## config.mk

```make
export PLATFORM = sky130hd
export DESIGN_NAME = scrc_regs
export DESIGN_NICKNAME = d
export VERILOG_FILES = /design/src/core/scrc_pkg.sv /design/src/core/scrc_field.sv /design/src/core/scrc_regs.sv
export SDC_FILE = /design/constraint.sdc
export NUM_CORES = 1
export LEC_CHECK = 0
export BUFFER_PORTS_ARGS = -buffer_cell sky130_fd_sc_hd__buf_2
export CAP_MARGIN = 20
export CORE_MARGIN = 2
export CORE_UTILIZATION = 53
export CTS_CLUSTER_DIAMETER = 200
export DETAILED_ROUTE_END_ITERATION = 12
export PLACE_DENSITY = 0.84
export SLEW_MARGIN = 15
export SYNTH_ARGS = -nofsm -noshare
export SYNTH_HDL_FRONTEND = slang
export SYNTH_SLANG_ARGS = --single-unit
```

## constraint.sdc

```tcl
create_clock -name clk -period 1.97 [get_ports clk]
set_input_delay 0.0985 -clock clk [delete_from_list [all_inputs] [get_ports clk]]
set_output_delay 0.0985 -clock clk [all_outputs]
set_load 0.1 [all_outputs]
```

## src/core/scrc_pkg.sv

```systemverilog
package scrc_pkg;

	localparam int unsigned SCRC_AW = 6;
	localparam int unsigned SCRC_DW = 8;

	typedef logic [SCRC_AW-1:0] scrc_addr_t;
	typedef logic [SCRC_DW-1:0] scrc_data_t;

	// Register offsets on the serial register port
	localparam scrc_addr_t SCRC_OFF_PUMP   = 6'h23;
	localparam scrc_addr_t SCRC_OFF_VCO    = 6'h24;
	localparam scrc_addr_t SCRC_OFF_COARSE = 6'h25;
	localparam scrc_addr_t SCRC_OFF_CTRL   = 6'h26;
	localparam scrc_addr_t SCRC_OFF_RC_HI  = 6'h27;
	localparam scrc_addr_t SCRC_OFF_RC_LO  = 6'h28;

	// Field positions and widths
	localparam int unsigned SCRC_PUMP_CFG_LSB = 6;
	localparam int unsigned SCRC_PUMP_CFG_W   = 2;
	localparam int unsigned SCRC_PUMP_EN_LSB  = 4;
	localparam int unsigned SCRC_PUMP_EN_W    = 2;
	localparam int unsigned SCRC_PUMP_CUR_LSB = 0;
	localparam int unsigned SCRC_PUMP_CUR_W   = 4;
	localparam int unsigned SCRC_VCO_HI_LSB   = 5;
	localparam int unsigned SCRC_VCO_HI_W     = 1;
	localparam int unsigned SCRC_VCO_CUR_LSB  = 0;
	localparam int unsigned SCRC_VCO_CUR_W    = 5;
	localparam int unsigned SCRC_COARSE_LSB   = 0;
	localparam int unsigned SCRC_COARSE_W     = 6;
	localparam int unsigned SCRC_CTRL_LSB     = 0;
	localparam int unsigned SCRC_CTRL_W       = 7;
	localparam int unsigned SCRC_RC_LSB       = 0;
	localparam int unsigned SCRC_RC_W         = 7;

	// Reset values
	localparam logic [1:0] SCRC_RST_PUMP_CFG = 2'h2;
	localparam logic [1:0] SCRC_RST_PUMP_EN  = 2'h2;
	localparam logic [3:0] SCRC_RST_PUMP_CUR = 4'h9;
	localparam logic [0:0] SCRC_RST_VCO_HI   = 1'h0;
	localparam logic [4:0] SCRC_RST_VCO_CUR  = 5'h0A;
	localparam logic [5:0] SCRC_RST_COARSE   = 6'h20;
	localparam logic [6:0] SCRC_RST_CTRL     = 7'h0D;
	localparam logic [6:0] SCRC_RST_RC_HI    = 7'h41;
	localparam logic [6:0] SCRC_RST_RC_LO    = 7'h00;

endpackage : scrc_pkg

```

## src/core/scrc_field.sv

```systemverilog
`timescale 1ns/1ps
module scrc_field #(
	parameter int unsigned     W   = 8,
	parameter logic [W-1:0]    RST = '0
) (
	input  wire logic          clk,
	input  wire logic          rstn,
	input  wire logic          wr_en,
	input  wire logic [W-1:0]  wr_data,
	input  wire logic          ld_en,
	input  wire logic [W-1:0]  ld_data,
	output logic      [W-1:0]  q_r
);

	logic [W-1:0] q_nxt;

	// Host write is applied last so it overrides a same-cycle result load
	always_comb begin
		q_nxt = q_r;
		if (ld_en) begin
			q_nxt = ld_data;
		end
		if (wr_en) begin
			q_nxt = wr_data;
		end
	end

	always_ff @(posedge clk or negedge rstn) begin
		if (!rstn) begin
			q_r <= RST;
		end else begin
			q_r <= q_nxt;
		end
	end

endmodule : scrc_field

```

## src/core/scrc_regs.sv

```systemverilog
// Overview of operation
// - Pump register bits 7:6 configuration, reset 2
// - Pump register bits 5:4 stage enable, reset 2
// - Pump register bits 3:0 current result, reset 9
// - Calibration results stay readable after calibration
// - Host writes to results drive synthesizer directly
// - VCO register bit 5 high core select, reset 0
// - VCO register bits 4:0 current result, reset 10
// - Coarse register bits 5:0 capacitor array, reset 32
// - Control register bits 6:0 read/write, reset 13
// - RC high register bits 6:0, reset 65
// - RC low register bits 6:0, reset 0
`timescale 1ns/1ps
module scrc_regs
	import scrc_pkg::*;
(
	input  wire logic        clk,
	input  wire logic        rstn,
	input  wire logic        reg_wr,
	input  wire logic        reg_rd,
	input  wire scrc_addr_t  reg_addr,
	input  wire scrc_data_t  reg_wdata,
	output scrc_data_t       reg_rdata_r,
	output logic             reg_rvalid_r,
	input  wire logic        cal_load,
	input  wire logic [3:0]  cal_pump_current,
	input  wire logic [4:0]  cal_vco_current,
	input  wire logic [5:0]  cal_coarse_tune,
	output logic [1:0]       synth_cal_cfg,
	output logic [1:0]       pump_current_cal_enable,
	output logic [3:0]       pump_current,
	output logic             vco_high_core_select,
	output logic [4:0]       vco_current,
	output logic [5:0]       coarse_tune,
	output logic [6:0]       synth_cal_control,
	output logic [6:0]       rc_osc_config_hi,
	output logic [6:0]       rc_osc_config_lo
);

	function automatic logic scrc_sel(input scrc_addr_t a,
	                                  input scrc_addr_t off);
		return a == off;
	endfunction : scrc_sel

	logic        wr_pump;
	logic        wr_vco;
	logic        wr_coarse;
	logic        wr_ctrl;
	logic        wr_rc_hi;
	logic        wr_rc_lo;
	scrc_data_t  rdata_nxt;
	logic        rvalid_nxt;
	scrc_data_t  rd_mux;

	assign wr_pump   = reg_wr & scrc_sel(reg_addr, SCRC_OFF_PUMP);
	assign wr_vco    = reg_wr & scrc_sel(reg_addr, SCRC_OFF_VCO);
	assign wr_coarse = reg_wr & scrc_sel(reg_addr, SCRC_OFF_COARSE);
	assign wr_ctrl   = reg_wr & scrc_sel(reg_addr, SCRC_OFF_CTRL);
	assign wr_rc_hi  = reg_wr & scrc_sel(reg_addr, SCRC_OFF_RC_HI);
	assign wr_rc_lo  = reg_wr & scrc_sel(reg_addr, SCRC_OFF_RC_LO);

	// Only the field slices are stored, so reserved write bits vanish
	scrc_field #(.W(SCRC_PUMP_CFG_W), .RST(SCRC_RST_PUMP_CFG)) u_pump_cfg (
		.clk     (clk),
		.rstn    (rstn),
		.wr_en   (wr_pump),
		.wr_data (reg_wdata[SCRC_PUMP_CFG_LSB +: SCRC_PUMP_CFG_W]),
		.ld_en   (1'b0),
		.ld_data (2'h0),
		.q_r     (synth_cal_cfg)
	);

	scrc_field #(.W(SCRC_PUMP_EN_W), .RST(SCRC_RST_PUMP_EN)) u_pump_en (
		.clk     (clk),
		.rstn    (rstn),
		.wr_en   (wr_pump),
		.wr_data (reg_wdata[SCRC_PUMP_EN_LSB +: SCRC_PUMP_EN_W]),
		.ld_en   (1'b0),
		.ld_data (2'h0),
		.q_r     (pump_current_cal_enable)
	);

	// Result fields load from calibration and from the host
	scrc_field #(.W(SCRC_PUMP_CUR_W), .RST(SCRC_RST_PUMP_CUR)) u_pump_cur (
		.clk     (clk),
		.rstn    (rstn),
		.wr_en   (wr_pump),
		.wr_data (reg_wdata[SCRC_PUMP_CUR_LSB +: SCRC_PUMP_CUR_W]),
		.ld_en   (cal_load),
		.ld_data (cal_pump_current),
		.q_r     (pump_current)
	);

	scrc_field #(.W(SCRC_VCO_HI_W), .RST(SCRC_RST_VCO_HI)) u_vco_hi (
		.clk     (clk),
		.rstn    (rstn),
		.wr_en   (wr_vco),
		.wr_data (reg_wdata[SCRC_VCO_HI_LSB +: SCRC_VCO_HI_W]),
		.ld_en   (1'b0),
		.ld_data (1'h0),
		.q_r     (vco_high_core_select)
	);

	scrc_field #(.W(SCRC_VCO_CUR_W), .RST(SCRC_RST_VCO_CUR)) u_vco_cur (
		.clk     (clk),
		.rstn    (rstn),
		.wr_en   (wr_vco),
		.wr_data (reg_wdata[SCRC_VCO_CUR_LSB +: SCRC_VCO_CUR_W]),
		.ld_en   (cal_load),
		.ld_data (cal_vco_current),
		.q_r     (vco_current)
	);

	scrc_field #(.W(SCRC_COARSE_W), .RST(SCRC_RST_COARSE)) u_coarse (
		.clk     (clk),
		.rstn    (rstn),
		.wr_en   (wr_coarse),
		.wr_data (reg_wdata[SCRC_COARSE_LSB +: SCRC_COARSE_W]),
		.ld_en   (cal_load),
		.ld_data (cal_coarse_tune),
		.q_r     (coarse_tune)
	);

	scrc_field #(.W(SCRC_CTRL_W), .RST(SCRC_RST_CTRL)) u_ctrl (
		.clk     (clk),
		.rstn    (rstn),
		.wr_en   (wr_ctrl),
		.wr_data (reg_wdata[SCRC_CTRL_LSB +: SCRC_CTRL_W]),
		.ld_en   (1'b0),
		.ld_data (7'h00),
		.q_r     (synth_cal_control)
	);

	scrc_field #(.W(SCRC_RC_W), .RST(SCRC_RST_RC_HI)) u_rc_hi (
		.clk     (clk),
		.rstn    (rstn),
		.wr_en   (wr_rc_hi),
		.wr_data (reg_wdata[SCRC_RC_LSB +: SCRC_RC_W]),
		.ld_en   (1'b0),
		.ld_data (7'h00),
		.q_r     (rc_osc_config_hi)
	);

	scrc_field #(.W(SCRC_RC_W), .RST(SCRC_RST_RC_LO)) u_rc_lo (
		.clk     (clk),
		.rstn    (rstn),
		.wr_en   (wr_rc_lo),
		.wr_data (reg_wdata[SCRC_RC_LSB +: SCRC_RC_W]),
		.ld_en   (1'b0),
		.ld_data (7'h00),
		.q_r     (rc_osc_config_lo)
	);

	// Read mux; reserved positions are zero-filled
	always_comb begin
		rd_mux = 8'h00;
		unique case (reg_addr)
			SCRC_OFF_PUMP: begin
				rd_mux = {synth_cal_cfg, pump_current_cal_enable,
				          pump_current};
			end
			SCRC_OFF_VCO: begin
				rd_mux = {2'h0, vco_high_core_select, vco_current};
			end
			SCRC_OFF_COARSE: begin
				rd_mux = {2'h0, coarse_tune};
			end
			SCRC_OFF_CTRL: begin
				rd_mux = {1'h0, synth_cal_control};
			end
			SCRC_OFF_RC_HI: begin
				rd_mux = {1'h0, rc_osc_config_hi};
			end
			SCRC_OFF_RC_LO: begin
				rd_mux = {1'h0, rc_osc_config_lo};
			end
			default: begin
				// Unmapped addresses answer zero rather than stale data
				rd_mux = 8'h00;
			end
		endcase
	end

	// Read data is held until the next read so a slow shifter can use it
	always_comb begin
		rdata_nxt  = reg_rdata_r;
		rvalid_nxt = reg_rd;
		if (reg_rd) begin
			rdata_nxt = rd_mux;
		end
	end

	always_ff @(posedge clk or negedge rstn) begin
		if (!rstn) begin
			reg_rdata_r  <= 8'h00;
			reg_rvalid_r <= 1'b0;
		end else begin
			reg_rdata_r  <= rdata_nxt;
			reg_rvalid_r <= rvalid_nxt;
		end
	end
endmodule : scrc_regs

```

## Yosys cells after proc, flatten, opt, wreduce, memory -nomap -nowiden

Cells that the tools add are included.

- Bitwise operators: 6
- Eq/ne operators: 6
- Mux-type cells: 7
- Reduce and logical (&&, ||, !) cells: 3

Operators by type and width:

| cell | number |
|---|---|
| $pmux W8 S6 | 1 |
| $eq A6 B6 Y1 const B | 6 |
| $mux W6 | 2 |
| $mux W5 | 2 |
| $mux W4 | 2 |
| $and A1 B1 Y1 | 6 |
| $reduce_bool A2 Y1 | 3 |

- Output and inout port bits: 50
- Word-level logic and storage cells: 33
- Register bits: 50

## Logic depth before layout (Yosys ltp)

- Depth after elaboration: 3
- Gate-level depth with buffers: 6
- Depth with buffers taken out: 4

## By module

Synthesis repeated with hierarchy kept, for this count alone.

- Cell total of the unflattened synthesis: 249
- Area total of the unflattened synthesis: 2686.3 µm²

By module, submodules not included:

| module | area each (µm²) | times used | cells each |
|---|---|---|---|
| scrc_regs | 775.7 | 1 | 74 |
| scrc_field at u_ctrl | 329.1 | 1 | 30 |
| scrc_field at u_rc_hi | 327.8 | 1 | 30 |
| scrc_field at u_rc_lo | 325.3 | 1 | 30 |
| scrc_field at u_coarse | 280.3 | 1 | 26 |
| scrc_field at u_vco_cur | 237.7 | 1 | 22 |
| scrc_field at u_pump_cur | 188.9 | 1 | 17 |
| scrc_field at u_pump_cfg ... | 88.8 | 2 | 8 |
| scrc_field at u_vco_hi | 43.8 | 1 | 4 |

## Least setup slack after synthesis

No wires, ideal clock.

- Kind: register -> register
- Start: reg u_coarse.q_r[0]
- End: reg reg_rdata_r[0]
- Slack: 304 ps
- Setup time: 150 ps
- Path buffers: 0
- Data arrival time: 1516 ps
- Required time: 1820 ps
- Cell stages (with the launch flop): 4
- Path through: dfrtp_1 > mux4_1 > nand2_1 > a41oi_1

- Longest elaborated chain between the ends: 1

RTL lines:

| what | line | RTL |
|---|---|---|
| from (decl) | scrc_field.sv:12 | `output logic [W-1:0] q_r` |
| from (signal assigned) | scrc_field.sv:32 | `q_r <= q_nxt;` |
| $pmux W8 S6 | scrc_regs.sv:157 | `unique case (reg_addr)` |
| to (signal assigned) | scrc_regs.sv:198 | `reg_rdata_r <= rdata_nxt;` |
| to (decl) | scrc_regs.sv:23 | `output scrc_data_t reg_rdata_r,` |

No other way between the ends.
A chain may end at the register's enable or synchronous reset.

## Worst setup path after layout

- Start: reg u_coarse.q_r[5]
- End: out coarse_tune[5]

RTL lines:

| what | line | RTL |
|---|---|---|
| to (decl) | scrc_regs.sv:34 | `output logic [5:0] coarse_tune,` |

No word-level cell between the ends.

==> results.yml <==
routing:
  first_iter_violations: 134
  via_count: 1859
  antenna_left: 0
  first_pass_iters: 4
  drt_wl_total_mm: 5.77
  post-route-drc-count: 0
  routedWlPerCell_um: 17.4
  via_per_inst: 5.62
clock_network:
  ctsRootBufferMaster: "clkbuf_8"
  clockBufferDepth: 2
  numCtsBuffers: 5
  cts_setup_buffers: 0
  htree_levels: 2
  cts_tree: "built"
  holdBufCountCts: 1
  clk_pin_slew_ns: 0.09
  cts_resized: 0
  cts_sinks: 50
  clock_latency_ns: 0.30
die:
  initial_core_util_pct: 55.1
  die_x_um: 71.3
  core-area_mm2: 0.00435
  dieArea_mm2: 0.00508
  row_count: 24
  ios: 84
  die_y_um: 71.3
cells_and_area:
  nFillCells: 319
  drive_gt1_share_pct: 52.0
  areaGrowthSynthToFinish_pct: 24.8
  final_nets: 312
  antenna_cells: 0
  stdcell_count: 331
  fin_util_pct: 68.8
worst_setup_path:
  path_cells: "buf_2"
  cp_slowest_cell: "dfstp_2"
  crit_path_max_incr_delay_ns: 0.56
  critical_path_arrival_ns: 1.29
  worstPathRequired_ns: 1.87
  crit_buf_inv: 1
  path_max_fanout: 3
  setup.worst_path.class: "flop to output port"
  endpoint_kind: "output port"
  critPathTopFamily: "flip-flops"
  startpoint_type: "flop"
yosys:
  yosysTopAreaCell: "dfrtp_1"
  ys_seq_area_share_pct: 52.8
  synthFlopType: "dfrtp_1"
  synth_area_leaders: "dfrtp_1 40%, dfstp_2 13%, mux2_2 8.9%"
  synth_area_mm2: 0.00240
  synth_nets: 227
  yosysUniqueCellTypes: 30
  ys_ff_latch: 50
  synth_top_cell_area_share_pct: 39.6
  synthCells: 193
  async_flop_share_pct: 100
  synth_edf_count: 0
  syn_area_per_cell_um2: 12.4
  yosysWarnings: 0
run_status:
  status: "finished, final reports clean"
timing:
  grt_setup_unrepaired: "false"
  period_minus_slack_ns: 1.38
  worst_pin_slew_ns: 0.631
  fmax_mhz: 722
  fin_skew_ns: 0.00245
  tns_ns: 0
  setup_viol: 0
  final.period_utilization_pct: 70.3
  drv_slew: 0
  hold_viol: 0
  slew_headroom_pct: 58.0
place:
  gp_congestion: 0.835
  portBuffers: 83
  dpl.hpwl_mm: 4.19
  dp_cells: 322
min_path:
  hp-class: "input pin to flop"
global_route:
  grt_max_degree: 51
  antenna_found_initial: 0
  grt_use_total_pct: 24.0
  grt_pass1_vias: 1859
  grt_pass1_wl_mm: 9.28
  overflow: 0
power:
  peakVddDrop_mv: 0.532
  powerDensity_mw_per_mm2: 1090
  p_leak_nw: 1.49
flow_run:
  cap_violations: 0
[where the power goes]
part / switching [mW] / internal, mW / total (mW)
Clock: 0.346 / 0.378 / 0.723
Sequential: 0.0897 / 1.16 / 1.25
Combinational: 1.04 / 0.238 / 1.27
[registers in the layout (all words and copies together) (netlist names)]
signal          count
u_rc_lo.q_r         7
u_pump_cur.q_r      4
u_coarse.q_r        6
u_pump_cfg.q_r      2
u_pump_en.q_r       2
reg_rvalid_r        1
u_vco_cur.q_r       5
u_ctrl.q_r          7
reg_rdata_r         8
u_rc_hi.q_r         7
u_vco_hi.q_r        1
[cell usage after synthesis, types with 2 or more instances]
cell / instances
a32oi_1: 2
nand4b_1: 2
nand2b_1: 2
dfstp_2: 12
nand3_1: 6
nand2_1: 26
a21oi_1: 6
mux4_2: 5
mux2_4: 7
mux2i_1: 15
clkbuf_1: 5
mux2_2: 19
nor2_1: 12
buf_2: 5
dfrtp_1: 38
a41oi_1: 6
o21ai_0: 12
[routing by layer]
layer / routed length (um) / track usage (%) / share of wire, %
met2: 2790 / 38.4 / 48
met1: 2480 / 33.1 / 43
met4: 105 / 8.18 / 1.8
met5: 0 / 0 / 0
met3: 397 / 5.06 / 6.9
[cells by family after synthesis]
family	share of synthesized area (%)
and+or+nand+nor	12.3
AOI/OAI and AO/OA	6.67
muxes	25.8
DFF	52.8
buffers and inverters	2.45
[worst paths after layout]
| check | startpoint | to | slack, ns | cells after the start |
|---|---|---|---|---|
| max reg2reg | u_vco_cur.q_r[0] | reg_rdata_r[0] | 0.67 | 3 |
| max | u_coarse.q_r[5] | coarse_tune[5] | 0.59 | 1 |
| min in group asynchronous | rstn | reg_rdata_r[2] | 0.42 | 3 |
| max in group asynchronous | rstn | u_ctrl.q_r[6] | 1.12 | 3 |
| min | reg_wdata[7] | u_pump_cfg.q_r[1] | 0.01 | 2 |
| min reg2reg | u_ctrl.q_r[4] | u_ctrl.q_r[4] | 0.54 | 1 |
[cell usage in the layout (no fill, tap or decap), drive strengths merged]
cell type    netlist  final
o21ai             12     12
mux4               6      6
nand2             27     27
bufinv             0      1
inv                1      1
nand2b             2      2
a21oi              6      6
nand4b             2      2
mux2              27     27
and2               1      1
a32oi              2      2
nor2              13     13
and4b              1      1
clkbuf             5      5
a41oi              6      6
clkinvlp           0      2
and4bb             1      1
nand3              6      6
or4b               1      1
mux2i             15     15
nor4               1      1
dfrtp             38     38
buf                7     89
dfstp             12     12
dlygate4sd3        0      1
nand4              1      1
[area by class of cell]
cell class              instances  area, um2  share of cell area, %
well taps                      52       65.1                   2.17
repair buffers                 90        470                   15.7
inverters                       1       3.75                  0.125
clock inverters                 3       45.0                   1.50
clock buffers                   5       68.8                   2.30
multi-input cells             130       1070                   35.9
flip-flops and latches         50       1270                   42.3
[through the flow]
stage	setup WS, ns	total power [mW]	area (um2)	hold WS, ns
3_5_place_dp	0.374	2.55	2870	0.237
6_report	0.586	3.25	2990	0.0105
3_3_place_gp	0.410	2.53	2870	0.235
2_1_floorplan	0.304	2.30	2400	-0.197
4_1_cts	0.577	3.26	2990	0.0150
5_1_grt	0.538	3.36	2990	0.0138
Note: power is estimated with default switching activity, not from simulation.
